**src/rtl/tocu_pkg.sv**
```systemverilog
// Constants for the two-channel timer output compare unit
package tocu_pkg;
  // Register indices; byte address on the bus is four times the index
  localparam logic [5:0] IDX_CTL1 = 6'h20; // timer_control_one
  localparam logic [5:0] IDX_CTL2 = 6'h21; // timer_control_two
  localparam logic [5:0] IDX_STAT = 6'h22; // timer_status_reg
  localparam logic [5:0] IDX_CNTH = 6'h23; // Counter high byte
  localparam logic [5:0] IDX_CNTL = 6'h24; // counter_low_byte
  localparam logic [5:0] IDX_ACNTH = 6'h25; // Alternate counter high
  localparam logic [5:0] IDX_ACNTL = 6'h26; // alt_counter_low_byte
  localparam logic [5:0] IDX_CMP1H = 6'h27; // Channel 1 compare high
  localparam logic [5:0] IDX_CMP1L = 6'h28; // Channel 1 compare low
  localparam logic [5:0] IDX_CMP2H = 6'h29; // Channel 2 compare high
  localparam logic [5:0] IDX_CMP2L = 6'h2A; // Channel 2 compare low
  // Control one field positions
  localparam int CTL1_LVL1 = 0;
  localparam int CTL1_LVL2 = 2;
  localparam int CTL1_FRC1 = 3;
  localparam int CTL1_FRC2 = 4;
  localparam int CTL1_OVIE = 5;
  localparam int CTL1_CMPIE = 6;
  localparam logic [7:0] CTL1_MASK = 8'h7D; // Writable bits
  // Control two field positions
  localparam int CTL2_CKSEL = 2; // Low bit of timer_clock_select
  localparam int CTL2_PEN2 = 6;
  localparam int CTL2_PEN1 = 7;
  localparam logic [7:0] CTL2_MASK = 8'hCC;
  // Status field positions
  localparam int STAT_F2 = 3;
  localparam int STAT_OVF = 5;
  localparam int STAT_F1 = 6;
  // Reset values
  localparam logic [15:0] CNT_RELOAD = 16'hFFFC;
  localparam logic [15:0] CMP_RESET = 16'h8000;
  localparam logic [7:0] CTL_RESET = 8'h00;
  // Clock select codes and prescaler terminal counts
  typedef enum logic [1:0] {
    TOCU_CK_DIV4 = 2'b00,
    TOCU_CK_DIV2 = 2'b01,
    TOCU_CK_DIV8 = 2'b10,
    TOCU_CK_EXT = 2'b11
  } tocu_cksel_t;
  localparam logic [2:0] PRE_LAST_DIV2 = 3'h1;
  localparam logic [2:0] PRE_LAST_DIV4 = 3'h3;
  localparam logic [2:0] PRE_LAST_DIV8 = 3'h7;
endpackage

```
**src/rtl/tocu_top.sv**
```systemverilog
// Two-channel output compare timer with APB register slave
// What this block does
// - Compare equal to counter sets match flag
// - Full 16-bit compare once per timer clock
// - Compare registers reset to 8000h
// - Compare registers software owned, hardware untouched
// - Enabled pin takes level; latch low at reset
// - Compare irq needs enable and clear mask
// - Flag clears: status read, then low-byte access
// - High-byte write inhibits compare until low write
// - Pin disabled: no level, irq still possible
// - Divide by 2 equal; otherwise equal plus one
// - Force copies level; no flag, no irq
// - WAIT: timer runs, enabled irq wakes
// - HALT freezes counter; reset restarts at reload
// - Timer events wake WAIT, never HALT
// - One shared irq line, one compare enable, one overflow enable
// - Counter steps at CPU clock over 2/4/8
// - Overflow flag on FFFFh to 0000h wrap
// - Counter resets and reloads only FFFCh
// - Clock select 00 /4, 01 /2, 10 /8
// - Overflow clear via low byte, not alternate
//
// Register access over APB and the register offsets were decided locally.
`timescale 1ns/1ps
module tocu_top
  import tocu_pkg::*;
(
  input wire logic CLK,
  input wire logic NRST,
  input wire logic PSEL,
  input wire logic PENABLE,
  input wire logic PWRITE,
  input wire logic [7:0] PADDR,
  input wire logic [31:0] PWDATA,
  output logic [31:0] PRDATA,
  output logic PREADY,
  output logic PSLVERR,
  input wire logic CPU_IRQ_MASK,
  input wire logic WAIT_MODE,
  input wire logic HALT_MODE,
  input wire logic EXT_TICK,
  output logic TIMER_IRQ,
  output logic WAIT_WAKE,
  output logic CMP1_PIN,
  output logic CMP1_PIN_EN,
  output logic CMP2_PIN,
  output logic CMP2_PIN_EN
);

  // Software-visible and internal state
  logic [7:0] ctl1_r; // Control one
  logic [7:0] ctl2_r; // Control two
  logic [15:0] cmp1_r; // Channel 1 compare value
  logic [15:0] cmp2_r; // Channel 2 compare value
  logic [15:0] cnt_r; // Free-running counter
  logic [2:0] pre_r; // Prescaler
  logic flag1_r, flag2_r, ovf_r; // Sticky event flags
  logic arm1_r, arm2_r, armo_r; // First clear step seen
  logic inh1_r, inh2_r; // Compare inhibited after high write
  logic fresh_r; // Counter holds a value not yet compared
  logic [7:0] lowbuf_r; // Buffered low byte of a 16-bit read
  logic lowpend_r; // High byte read, low byte still due
  logic pin1_r, pin2_r; // Output latches
  logic irq_r, wake_r, pready_r, perr_r;
  logic [31:0] prdata_r;

  // Bus phase decode
  wire setup = PSEL & ~PENABLE;
  wire rd_go = setup & ~PWRITE; // Read side effects at setup edge
  wire wr_go = PSEL & PENABLE & pready_r & PWRITE;
  wire [5:0] idx = PADDR[7:2];
  wire mapped = (idx >= IDX_CTL1) && (idx <= IDX_CMP2L);
  wire acc_go = rd_go | wr_go;
  wire wr_ctl1 = wr_go && idx == IDX_CTL1;
  wire wr_ctl2 = wr_go && idx == IDX_CTL2;
  wire wr_c1h = wr_go && idx == IDX_CMP1H;
  wire wr_c1l = wr_go && idx == IDX_CMP1L;
  wire wr_c2h = wr_go && idx == IDX_CMP2H;
  wire wr_c2l = wr_go && idx == IDX_CMP2L;
  wire acc_c1l = acc_go && idx == IDX_CMP1L;
  wire acc_c2l = acc_go && idx == IDX_CMP2L;
  wire acc_cl = acc_go && idx == IDX_CNTL;
  wire rd_stat = rd_go && idx == IDX_STAT;
  wire rd_hi = rd_go && (idx == IDX_CNTH || idx == IDX_ACNTH);
  wire rd_lo = rd_go && (idx == IDX_CNTL || idx == IDX_ACNTL);
  // Either counter low byte write restarts the count
  wire cnt_load = wr_go && (idx == IDX_CNTL || idx == IDX_ACNTL);

  // Field decode
  wire [1:0] cksel = ctl2_r[CTL2_CKSEL +: 2];
  wire pen1 = ctl2_r[CTL2_PEN1];
  wire pen2 = ctl2_r[CTL2_PEN2];
  wire frc1 = ctl1_r[CTL1_FRC1];
  wire frc2 = ctl1_r[CTL1_FRC2];
  wire lvl1 = ctl1_r[CTL1_LVL1];
  wire lvl2 = ctl1_r[CTL1_LVL2];
  wire cmpie = ctl1_r[CTL1_CMPIE];
  wire ovie = ctl1_r[CTL1_OVIE];

  // Prescaler terminal count per clock select
  wire [2:0] pre_last = (cksel == TOCU_CK_DIV2) ? PRE_LAST_DIV2 :
                        (cksel == TOCU_CK_DIV4) ? PRE_LAST_DIV4 :
                        PRE_LAST_DIV8;
  // Reserved code is treated as the external tick input
  wire pre_end = (cksel == TOCU_CK_EXT) ? EXT_TICK : (pre_r == pre_last);
  wire tick = pre_end & ~HALT_MODE;
  // A reload write wins over the step, so no false wrap is flagged
  wire wrap = tick && !cnt_load && cnt_r == 16'hFFFF;

  // Slow clocks see the match one count late, hence the plus one
  wire late = (cksel != TOCU_CK_DIV2);
  wire [15:0] tgt1 = late ? cmp1_r + 16'h0001 : cmp1_r;
  wire [15:0] tgt2 = late ? cmp2_r + 16'h0001 : cmp2_r;
  // One full 16-bit compare per counter value
  wire hit1 = fresh_r & ~inh1_r & (cnt_r == tgt1);
  wire hit2 = fresh_r & ~inh2_r & (cnt_r == tgt2);
  // A forced channel neither flags nor interrupts
  wire set1 = hit1 & ~frc1;
  wire set2 = hit2 & ~frc2;

  // Clear steps; the set term below wins a same-cycle clash
  wire clr1 = arm1_r & acc_c1l;
  wire clr2 = arm2_r & acc_c2l;
  wire clro = armo_r & acc_cl;

  // Read mux over the whole map; unmapped reads give zero
  wire [7:0] stat_v = {1'b0, flag1_r, ovf_r, 1'b0, flag2_r, 3'b000};
  wire [7:0] lo_v = lowpend_r ? lowbuf_r : cnt_r[7:0];
  logic [7:0] rd_v;
  always_comb begin
    case (idx)
      IDX_CTL1: rd_v = ctl1_r;
      IDX_CTL2: rd_v = ctl2_r;
      IDX_STAT: rd_v = stat_v;
      IDX_CNTH: rd_v = cnt_r[15:8];
      IDX_CNTL: rd_v = lo_v;
      IDX_ACNTH: rd_v = cnt_r[15:8];
      IDX_ACNTL: rd_v = lo_v;
      IDX_CMP1H: rd_v = cmp1_r[15:8];
      IDX_CMP1L: rd_v = cmp1_r[7:0];
      IDX_CMP2H: rd_v = cmp2_r[15:8];
      IDX_CMP2L: rd_v = cmp2_r[7:0];
      default: rd_v = 8'h00;
    endcase
  end

  // Bus answer: ready comes one edge after setup, so no wait states
  always_ff @(posedge CLK) begin
    if (!NRST) begin
      pready_r <= 1'b0;
      perr_r <= 1'b0;
      prdata_r <= 32'h0000_0000;
    end else begin
      pready_r <= setup;
      perr_r <= setup & ~mapped;
      if (rd_go) begin
        prdata_r <= {24'h00_0000, rd_v};
      end
    end
  end

  // Control registers; reserved bits stay zero
  always_ff @(posedge CLK) begin
    if (!NRST) begin
      ctl1_r <= CTL_RESET;
      ctl2_r <= CTL_RESET;
    end else begin
      if (wr_ctl1) begin
        ctl1_r <= PWDATA[7:0] & CTL1_MASK;
      end
      if (wr_ctl2) begin
        ctl2_r <= PWDATA[7:0] & CTL2_MASK;
      end
    end
  end

  // Compare registers change only by software writes
  always_ff @(posedge CLK) begin
    if (!NRST) begin
      cmp1_r <= CMP_RESET;
      cmp2_r <= CMP_RESET;
    end else begin
      if (wr_c1h) begin
        cmp1_r[15:8] <= PWDATA[7:0];
      end
      if (wr_c1l) begin
        cmp1_r[7:0] <= PWDATA[7:0];
      end
      if (wr_c2h) begin
        cmp2_r[15:8] <= PWDATA[7:0];
      end
      if (wr_c2l) begin
        cmp2_r[7:0] <= PWDATA[7:0];
      end
    end
  end

  // Inhibit spans from a high-byte write to the matching low write
  always_ff @(posedge CLK) begin
    if (!NRST) begin
      inh1_r <= 1'b0;
      inh2_r <= 1'b0;
    end else begin
      inh1_r <= wr_c1h | (inh1_r & ~wr_c1l);
      inh2_r <= wr_c2h | (inh2_r & ~wr_c2l);
    end
  end

  // Prescaler and counter; in HALT both hold their value unless a counter low-byte write reloads them
  always_ff @(posedge CLK) begin
    if (!NRST) begin
      pre_r <= 3'h0;
      cnt_r <= CNT_RELOAD;
      fresh_r <= 1'b1;
    end else if (cnt_load) begin
      pre_r <= 3'h0;
      cnt_r <= CNT_RELOAD;
      fresh_r <= 1'b1;
    end else begin
      if (!HALT_MODE) begin
        pre_r <= pre_end ? 3'h0 : pre_r + 3'h1;
      end
      if (tick) begin
        cnt_r <= cnt_r + 16'h0001;
      end
      fresh_r <= tick;
    end
  end

  // Sticky flags; a new event beats a clear in the same cycle
  always_ff @(posedge CLK) begin
    if (!NRST) begin
      flag1_r <= 1'b0;
      flag2_r <= 1'b0;
      ovf_r <= 1'b0;
    end else begin
      flag1_r <= set1 | (flag1_r & ~clr1);
      flag2_r <= set2 | (flag2_r & ~clr2);
      ovf_r <= wrap | (ovf_r & ~clro);
    end
  end

  // First clear step: status read seen while the flag stood
  always_ff @(posedge CLK) begin
    if (!NRST) begin
      arm1_r <= 1'b0;
      arm2_r <= 1'b0;
      armo_r <= 1'b0;
    end else begin
      arm1_r <= (rd_stat & flag1_r) | (arm1_r & ~acc_c1l);
      arm2_r <= (rd_stat & flag2_r) | (arm2_r & ~acc_c2l);
      armo_r <= (rd_stat & ovf_r) | (armo_r & ~acc_cl);
    end
  end

  // Low byte is frozen by a high-byte read until a low-byte read
  always_ff @(posedge CLK) begin
    if (!NRST) begin
      lowbuf_r <= 8'h00;
      lowpend_r <= 1'b0;
    end else begin
      if (rd_hi && !lowpend_r) begin
        lowbuf_r <= cnt_r[7:0];
      end
      lowpend_r <= rd_hi | (lowpend_r & ~rd_lo);
    end
  end

  // Pins change on a qualifying match or while forced, else hold
  always_ff @(posedge CLK) begin
    if (!NRST) begin
      pin1_r <= 1'b0;
      pin2_r <= 1'b0;
    end else begin
      if (pen1 && (frc1 || hit1)) begin
        pin1_r <= lvl1;
      end
      if (pen2 && (frc2 || hit2)) begin
        pin2_r <= lvl2;
      end
    end
  end

  // One shared level request; WAIT wake only outside HALT
  wire irq_nxt = ~CPU_IRQ_MASK &
                 ((cmpie & (flag1_r | flag2_r)) | (ovie & ovf_r));
  always_ff @(posedge CLK) begin
    if (!NRST) begin
      irq_r <= 1'b0;
      wake_r <= 1'b0;
    end else begin
      irq_r <= irq_nxt;
      wake_r <= irq_nxt & WAIT_MODE & ~HALT_MODE;
    end
  end

  assign PRDATA = prdata_r;
  assign PREADY = pready_r;
  assign PSLVERR = perr_r;
  assign TIMER_IRQ = irq_r;
  assign WAIT_WAKE = wake_r;
  assign CMP1_PIN = pin1_r;
  assign CMP2_PIN = pin2_r;
  assign CMP1_PIN_EN = ctl2_r[CTL2_PEN1]; // Alternate function select
  assign CMP2_PIN_EN = ctl2_r[CTL2_PEN2];

  // Checks
  AST_FLAG_SET: assert property (@(posedge CLK) disable iff (!NRST)
    set1 |=> flag1_r) else $error("match did not set flag 1");
  AST_CMP_HOLD: assert property (@(posedge CLK) disable iff (!NRST)
    !wr_c1h && !wr_c1l |=> $stable(cmp1_r))
    else $error("compare 1 changed without a write");
  AST_RESET_CMP: assert property (@(posedge CLK)
    !NRST |=> cmp2_r == 16'h8000 && cnt_r == 16'hFFFC)
    else $error("wrong reset values");
  AST_INHIBIT: assert property (@(posedge CLK) disable iff (!NRST)
    wr_c1h ##1 !wr_c1l |=> !hit1) else $error("match while inhibited");
  AST_CLEAR: assert property (@(posedge CLK) disable iff (!NRST)
    flag1_r && !arm1_r && !set1 |=> flag1_r)
    else $error("flag 1 cleared without status read");
  AST_FORCE: assert property (@(posedge CLK) disable iff (!NRST)
    frc1 && pen1 |=> pin1_r == $past(lvl1))
    else $error("forced pin does not follow level");
  AST_NOPIN: assert property (@(posedge CLK) disable iff (!NRST)
    !pen1 |=> $stable(pin1_r)) else $error("disabled pin changed");
  AST_IRQ: assert property (@(posedge CLK) disable iff (!NRST)
    CPU_IRQ_MASK |=> !TIMER_IRQ) else $error("irq while masked");
  AST_HALT: assert property (@(posedge CLK) disable iff (!NRST)
    HALT_MODE && !cnt_load |=> $stable(cnt_r))
    else $error("counter moved in halt");
  AST_WRAP: assert property (@(posedge CLK) disable iff (!NRST)
    wrap |=> ovf_r && cnt_r == 16'h0000) else $error("wrap not flagged");
  AST_DIV2: assert property (@(posedge CLK) disable iff (!NRST)
    tick && cksel == 2'b01 && !wr_ctl2 ##1
    !cnt_load && !wr_ctl2 && !HALT_MODE ##1 !HALT_MODE |-> tick)
    else $error("divide by 2 step missed");
  COV_MATCH: cover property (@(posedge CLK) disable iff (!NRST)
    set1 ##[1:20] clr1);
  COV_WRAP: cover property (@(posedge CLK) disable iff (!NRST) wrap);
  COV_FORCE: cover property (@(posedge CLK) disable iff (!NRST)
    frc1 && pen1 && lvl1 ##1 pin1_r);

endmodule

```
**config.mk**
```make
export PLATFORM = sky130hd
export DESIGN_NAME = tocu_top
export DESIGN_NICKNAME = d
export VERILOG_FILES = /design/src/rtl/tocu_pkg.sv /design/src/rtl/tocu_top.sv
export SDC_FILE = /design/constraint.sdc
export NUM_CORES = 1
export LEC_CHECK = 0
export BUFFER_PORTS_ARGS = -buffer_cell sky130_fd_sc_hd__buf_2
export CORE_ASPECT_RATIO = 0.9
export CORE_MARGIN = 2
export CORE_UTILIZATION = 40
export DETAILED_ROUTE_END_ITERATION = 10
export GPL_TIMING_DRIVEN = 0
export PLACE_DENSITY = 0.69
export SKIP_LAST_GASP = 1
export SYNTH_ARGS = -nofsm -noshare
export SYNTH_HDL_FRONTEND = slang
export SYNTH_SLANG_ARGS = --single-unit
export TNS_END_PERCENT = 30
```
**constraint.sdc**
```tcl
create_clock -name CLK -period 2.6 [get_ports CLK]
set_input_delay 0.26 -clock CLK [delete_from_list [all_inputs] [get_ports CLK]]
set_output_delay 0.26 -clock CLK [all_outputs]
set_load 0.1 [all_outputs]
```
==> results.cfg <==
[layout]
nets = 806
diodes = 0
num-fill-cells = 1385
areaGrowthSynthToFinish_pct = 14.7
postLayoutCoreUtil_pct = 47.1
drive_gt1_share_pct = 15.4
fin_area_um2 = 6590
seq_area_um2 = 1870
multi_input_area_um2 = 3570

[synth]
ys_types = 79
synth_area_um2 = 5740
synth_area_leaders = dfxtp_1, mux2i_1, nand2_1, nor2b_1, xnor2_1
yosys.cell_count.top_type = dfxtp_1
syn_area_per_cell_um2 = 8.33
dominantRegCellSynth = dfxtp_1
synth_seq_area_share_pct = 32.4
synth_seq_cells = 93
yosysTopAreaCellShare_pct = 32.4
syn_inst = 690
synthArstFlopShare_pct = 0
netlist_top_cells_count = dfxtp_1, nand2_1, mux2i_1
synth_edf_count = 0
synth_top_area_cell = dfxtp_1
yosysWarnings = 0

[power]
ir_drop_mv = 0.297
seqPwrFrac_pct = 45.9
p_per_area_nw_per_um2 = 478
total_power_uw = 3150
p_leak_uw = 0.00232
p_comb_share_pct = 12.4
power_switching_uw = 926
p_clk_share_pct = 41.8
p_int_uw = 2230
p_sw_share_pct = 29.4

[timing]
worst_pin_slew_ns = 0.977
max_slew_margin_pct = 34.3
setup_viol = 1
slew_viol_final = 0
fmax_mhz = 381
finalHoldViolCount = 0
layout_min_cycle_time_ns = 2.62
setup-tns-final_ns = -0.0217
rsz0062_at_grt = yes
setup_slack_ns = -0.0217
skew_ns = 0.00836
period_share_pct = 101

[place]
dpl_cell_area_um2 = 6240
place_congestion = 0.961
port_buffers = 33
hpwl_um = 12700

[detailed_routing]
wl_per_cell_um = 18.8
drc = 0
vias = 5324
ant_nets = 0
wirelength_um = 17900
drtIter0Drc = 531
firstDrtPassIters = 8
vias_per_cell = 5.60

[clocking]
clock-sinks = 93
path_clk_slew_ns = 0.07
cts_hold_buffers = 0
cts-buffers-inserted = 9
ctsLongestPathBuffers = 2
cts_tree = built
cts_max_level = 3
clkLatencyLatePin_ns = 0.36
cts-root-buf = clkbuf_16

[global_route]
grt_start_max_net_pins = 16
grt_pass1_vias = 4992
antenna_found_initial = 0
grt-ovfl-total = 0
grt_use_total_pct = 23.7
grt_pass1_wl_um = 27700

[setup_path]
crit_path_max_incr_delay_ns = 0.50
worstPathCellList = ha_1 > xor2_1 > or3_1 > a2111oi_4 > o2111ai_2 > o31ai_1 > mux2i_1
r2r_cells = 7
path_buf_inv = 0
rr_startpoint = cmp2_r[0]
crit_path_start_kind = flip-flop
required_ns = 2.89
critPathSlowestCell = dfxtp_1
cp_top_family = compound AO/OA/AOI/OAI gates
r2r-end = CMP2_PIN
crit_arrival_ns = 2.91
criticalPathCategory = flip-flop to flip-flop
worstSetupEndpointType = flip-flop
reg2reg_slack_ns = -0.02
worstPathMaxFanout = 6

[min_path]
worstHoldEndpoint = WAIT_WAKE
hold_start = WAIT_MODE
hold_depth = 2
holdCritPathClass = input pin to flip-flop

[die]
fp-row-count = 41
coreArea_um2 = 14000
die_w_um = 130
die-area_um2 = 15300
die_h_um = 118
initial_core_util_pct = 41.0
pin_count = 89

[job]
max-cap-violations = 0

[status]
outcome = finished with violations
violations = negative setup slack
area by class of cell:
type / instances / share of cell area (%)
Inverter: 13 / 0.740
Multi-Input combinational cell: 530 / 54.1
Buffer: 73 / 6.21
Clock inverter: 4 / 0.475
Sequential cell: 93 / 28.4
Timing Repair Buffer: 33 / 2.51
Tap cell: 193 / 3.66
Clock buffer: 12 / 3.89
worst register-to-register path, delay by kind of cell, from the launching register on:
kind	cells	cell delay [ns]
AO/OA/AOI/OAI	3	0.98
flip-flops	1	0.50
AND/OR/NAND/NOR	1	0.40
adder cells (fa/ha/maj)	1	0.30
multiplexers	1	0.23
XOR/XNOR	1	0.15
cell families after synthesis:
logic type,after synthesis,share of synthesized area (%)
xor gates and xnor gates,51,7.78
adders and majority gates,4,0.871
buffers and inverters,90,8.21
DFF,93,32.4
and+or+nand+nor,259,25.0
AOI/OAI and AO/OA,140,16.6
muxes,52,9.06
other,1,0.0653
cells in the final DEF (no fill, tap or decap), types with 16 or more instances in the layout:
cell      synthesis  routed
nand3_1          26      26
buf_4            25      25
nor2_1           21      21
nand4_1          16      16
mux2i_1          52      52
dfxtp_1          93      84
conb_1            1      24
a21boi_0         21      21
xnor2_1          28      28
xor2_1           23      23
a21oi_1          19      19
o21ai_0          38      38
nand2_1          70      70
buf_2             4      37
nor2b_1          40      40
nor3_1           18      17
clkbuf_1         40      36
flip-flops by register name, indices dropped and copies added, names as in the netlist, 3 cells and up:
name,count
cmp2_r,16
ctl1_r,6
cmp1_r,16
lowbuf_r,8
PRDATA,8
pre_r,3
ctl2_r,4
cnt_r,16
what timing repair did:
item                       4_1_cts  5_1_grt
buffers inserted                 0        0
gates resized for setup          8       15
pin swaps                        1        1
setup endpoints to repair        4        7
how the worst max path moves through the flow:
stage / from / endpoint / slack [ns] / cells past startpoint
2_1_floorplan: PREADY / cmp1_r[0] / 0.19 / 7
3_3_place_gp: cnt_r[0] / CMP2_PIN / -0.21 / 7
3_5_place_dp: cnt_r[0] / CMP2_PIN / -0.23 / 7
4_1_cts: cmp1_r[0] / CMP1_PIN / -0.01 / 8
5_1_grt: cnt_r[1] / CMP2_PIN / -0.06 / 7
6_report: cmp2_r[0] / CMP2_PIN / -0.02 / 7
metal layers:
metal | GRT usage [%] | share of wire, %
met4 | 8.13 | 2.7
met1 | 33.8 | 45
met5 | 0 | 0
met3 | 5.45 | 8.7
met2 | 34.8 | 44
stage by stage:
step	hold WS (ns)	worst slack (ns)	instances
6_report	0.130	-0.0217	951
2_1_floorplan	0.388	0.188	713
3_5_place_dp	0.454	-0.226	939
5_1_grt	0.158	-0.0649	951
3_3_place_gp	0.450	-0.209	939
4_1_cts	0.129	-0.0130	954
power by group through the flow:
stage                     registers [uW]  logic (uW)  clock network [uW]
after floorplan                     1530         266                   0
after global placement              1480         384                   0
after detailed placement            1480         385                   0
after CTS                           1440         386                1330
after global routing                1450         406                1370
final                               1450         390                1320
Note: power is estimated with default switching activity, not from simulation.
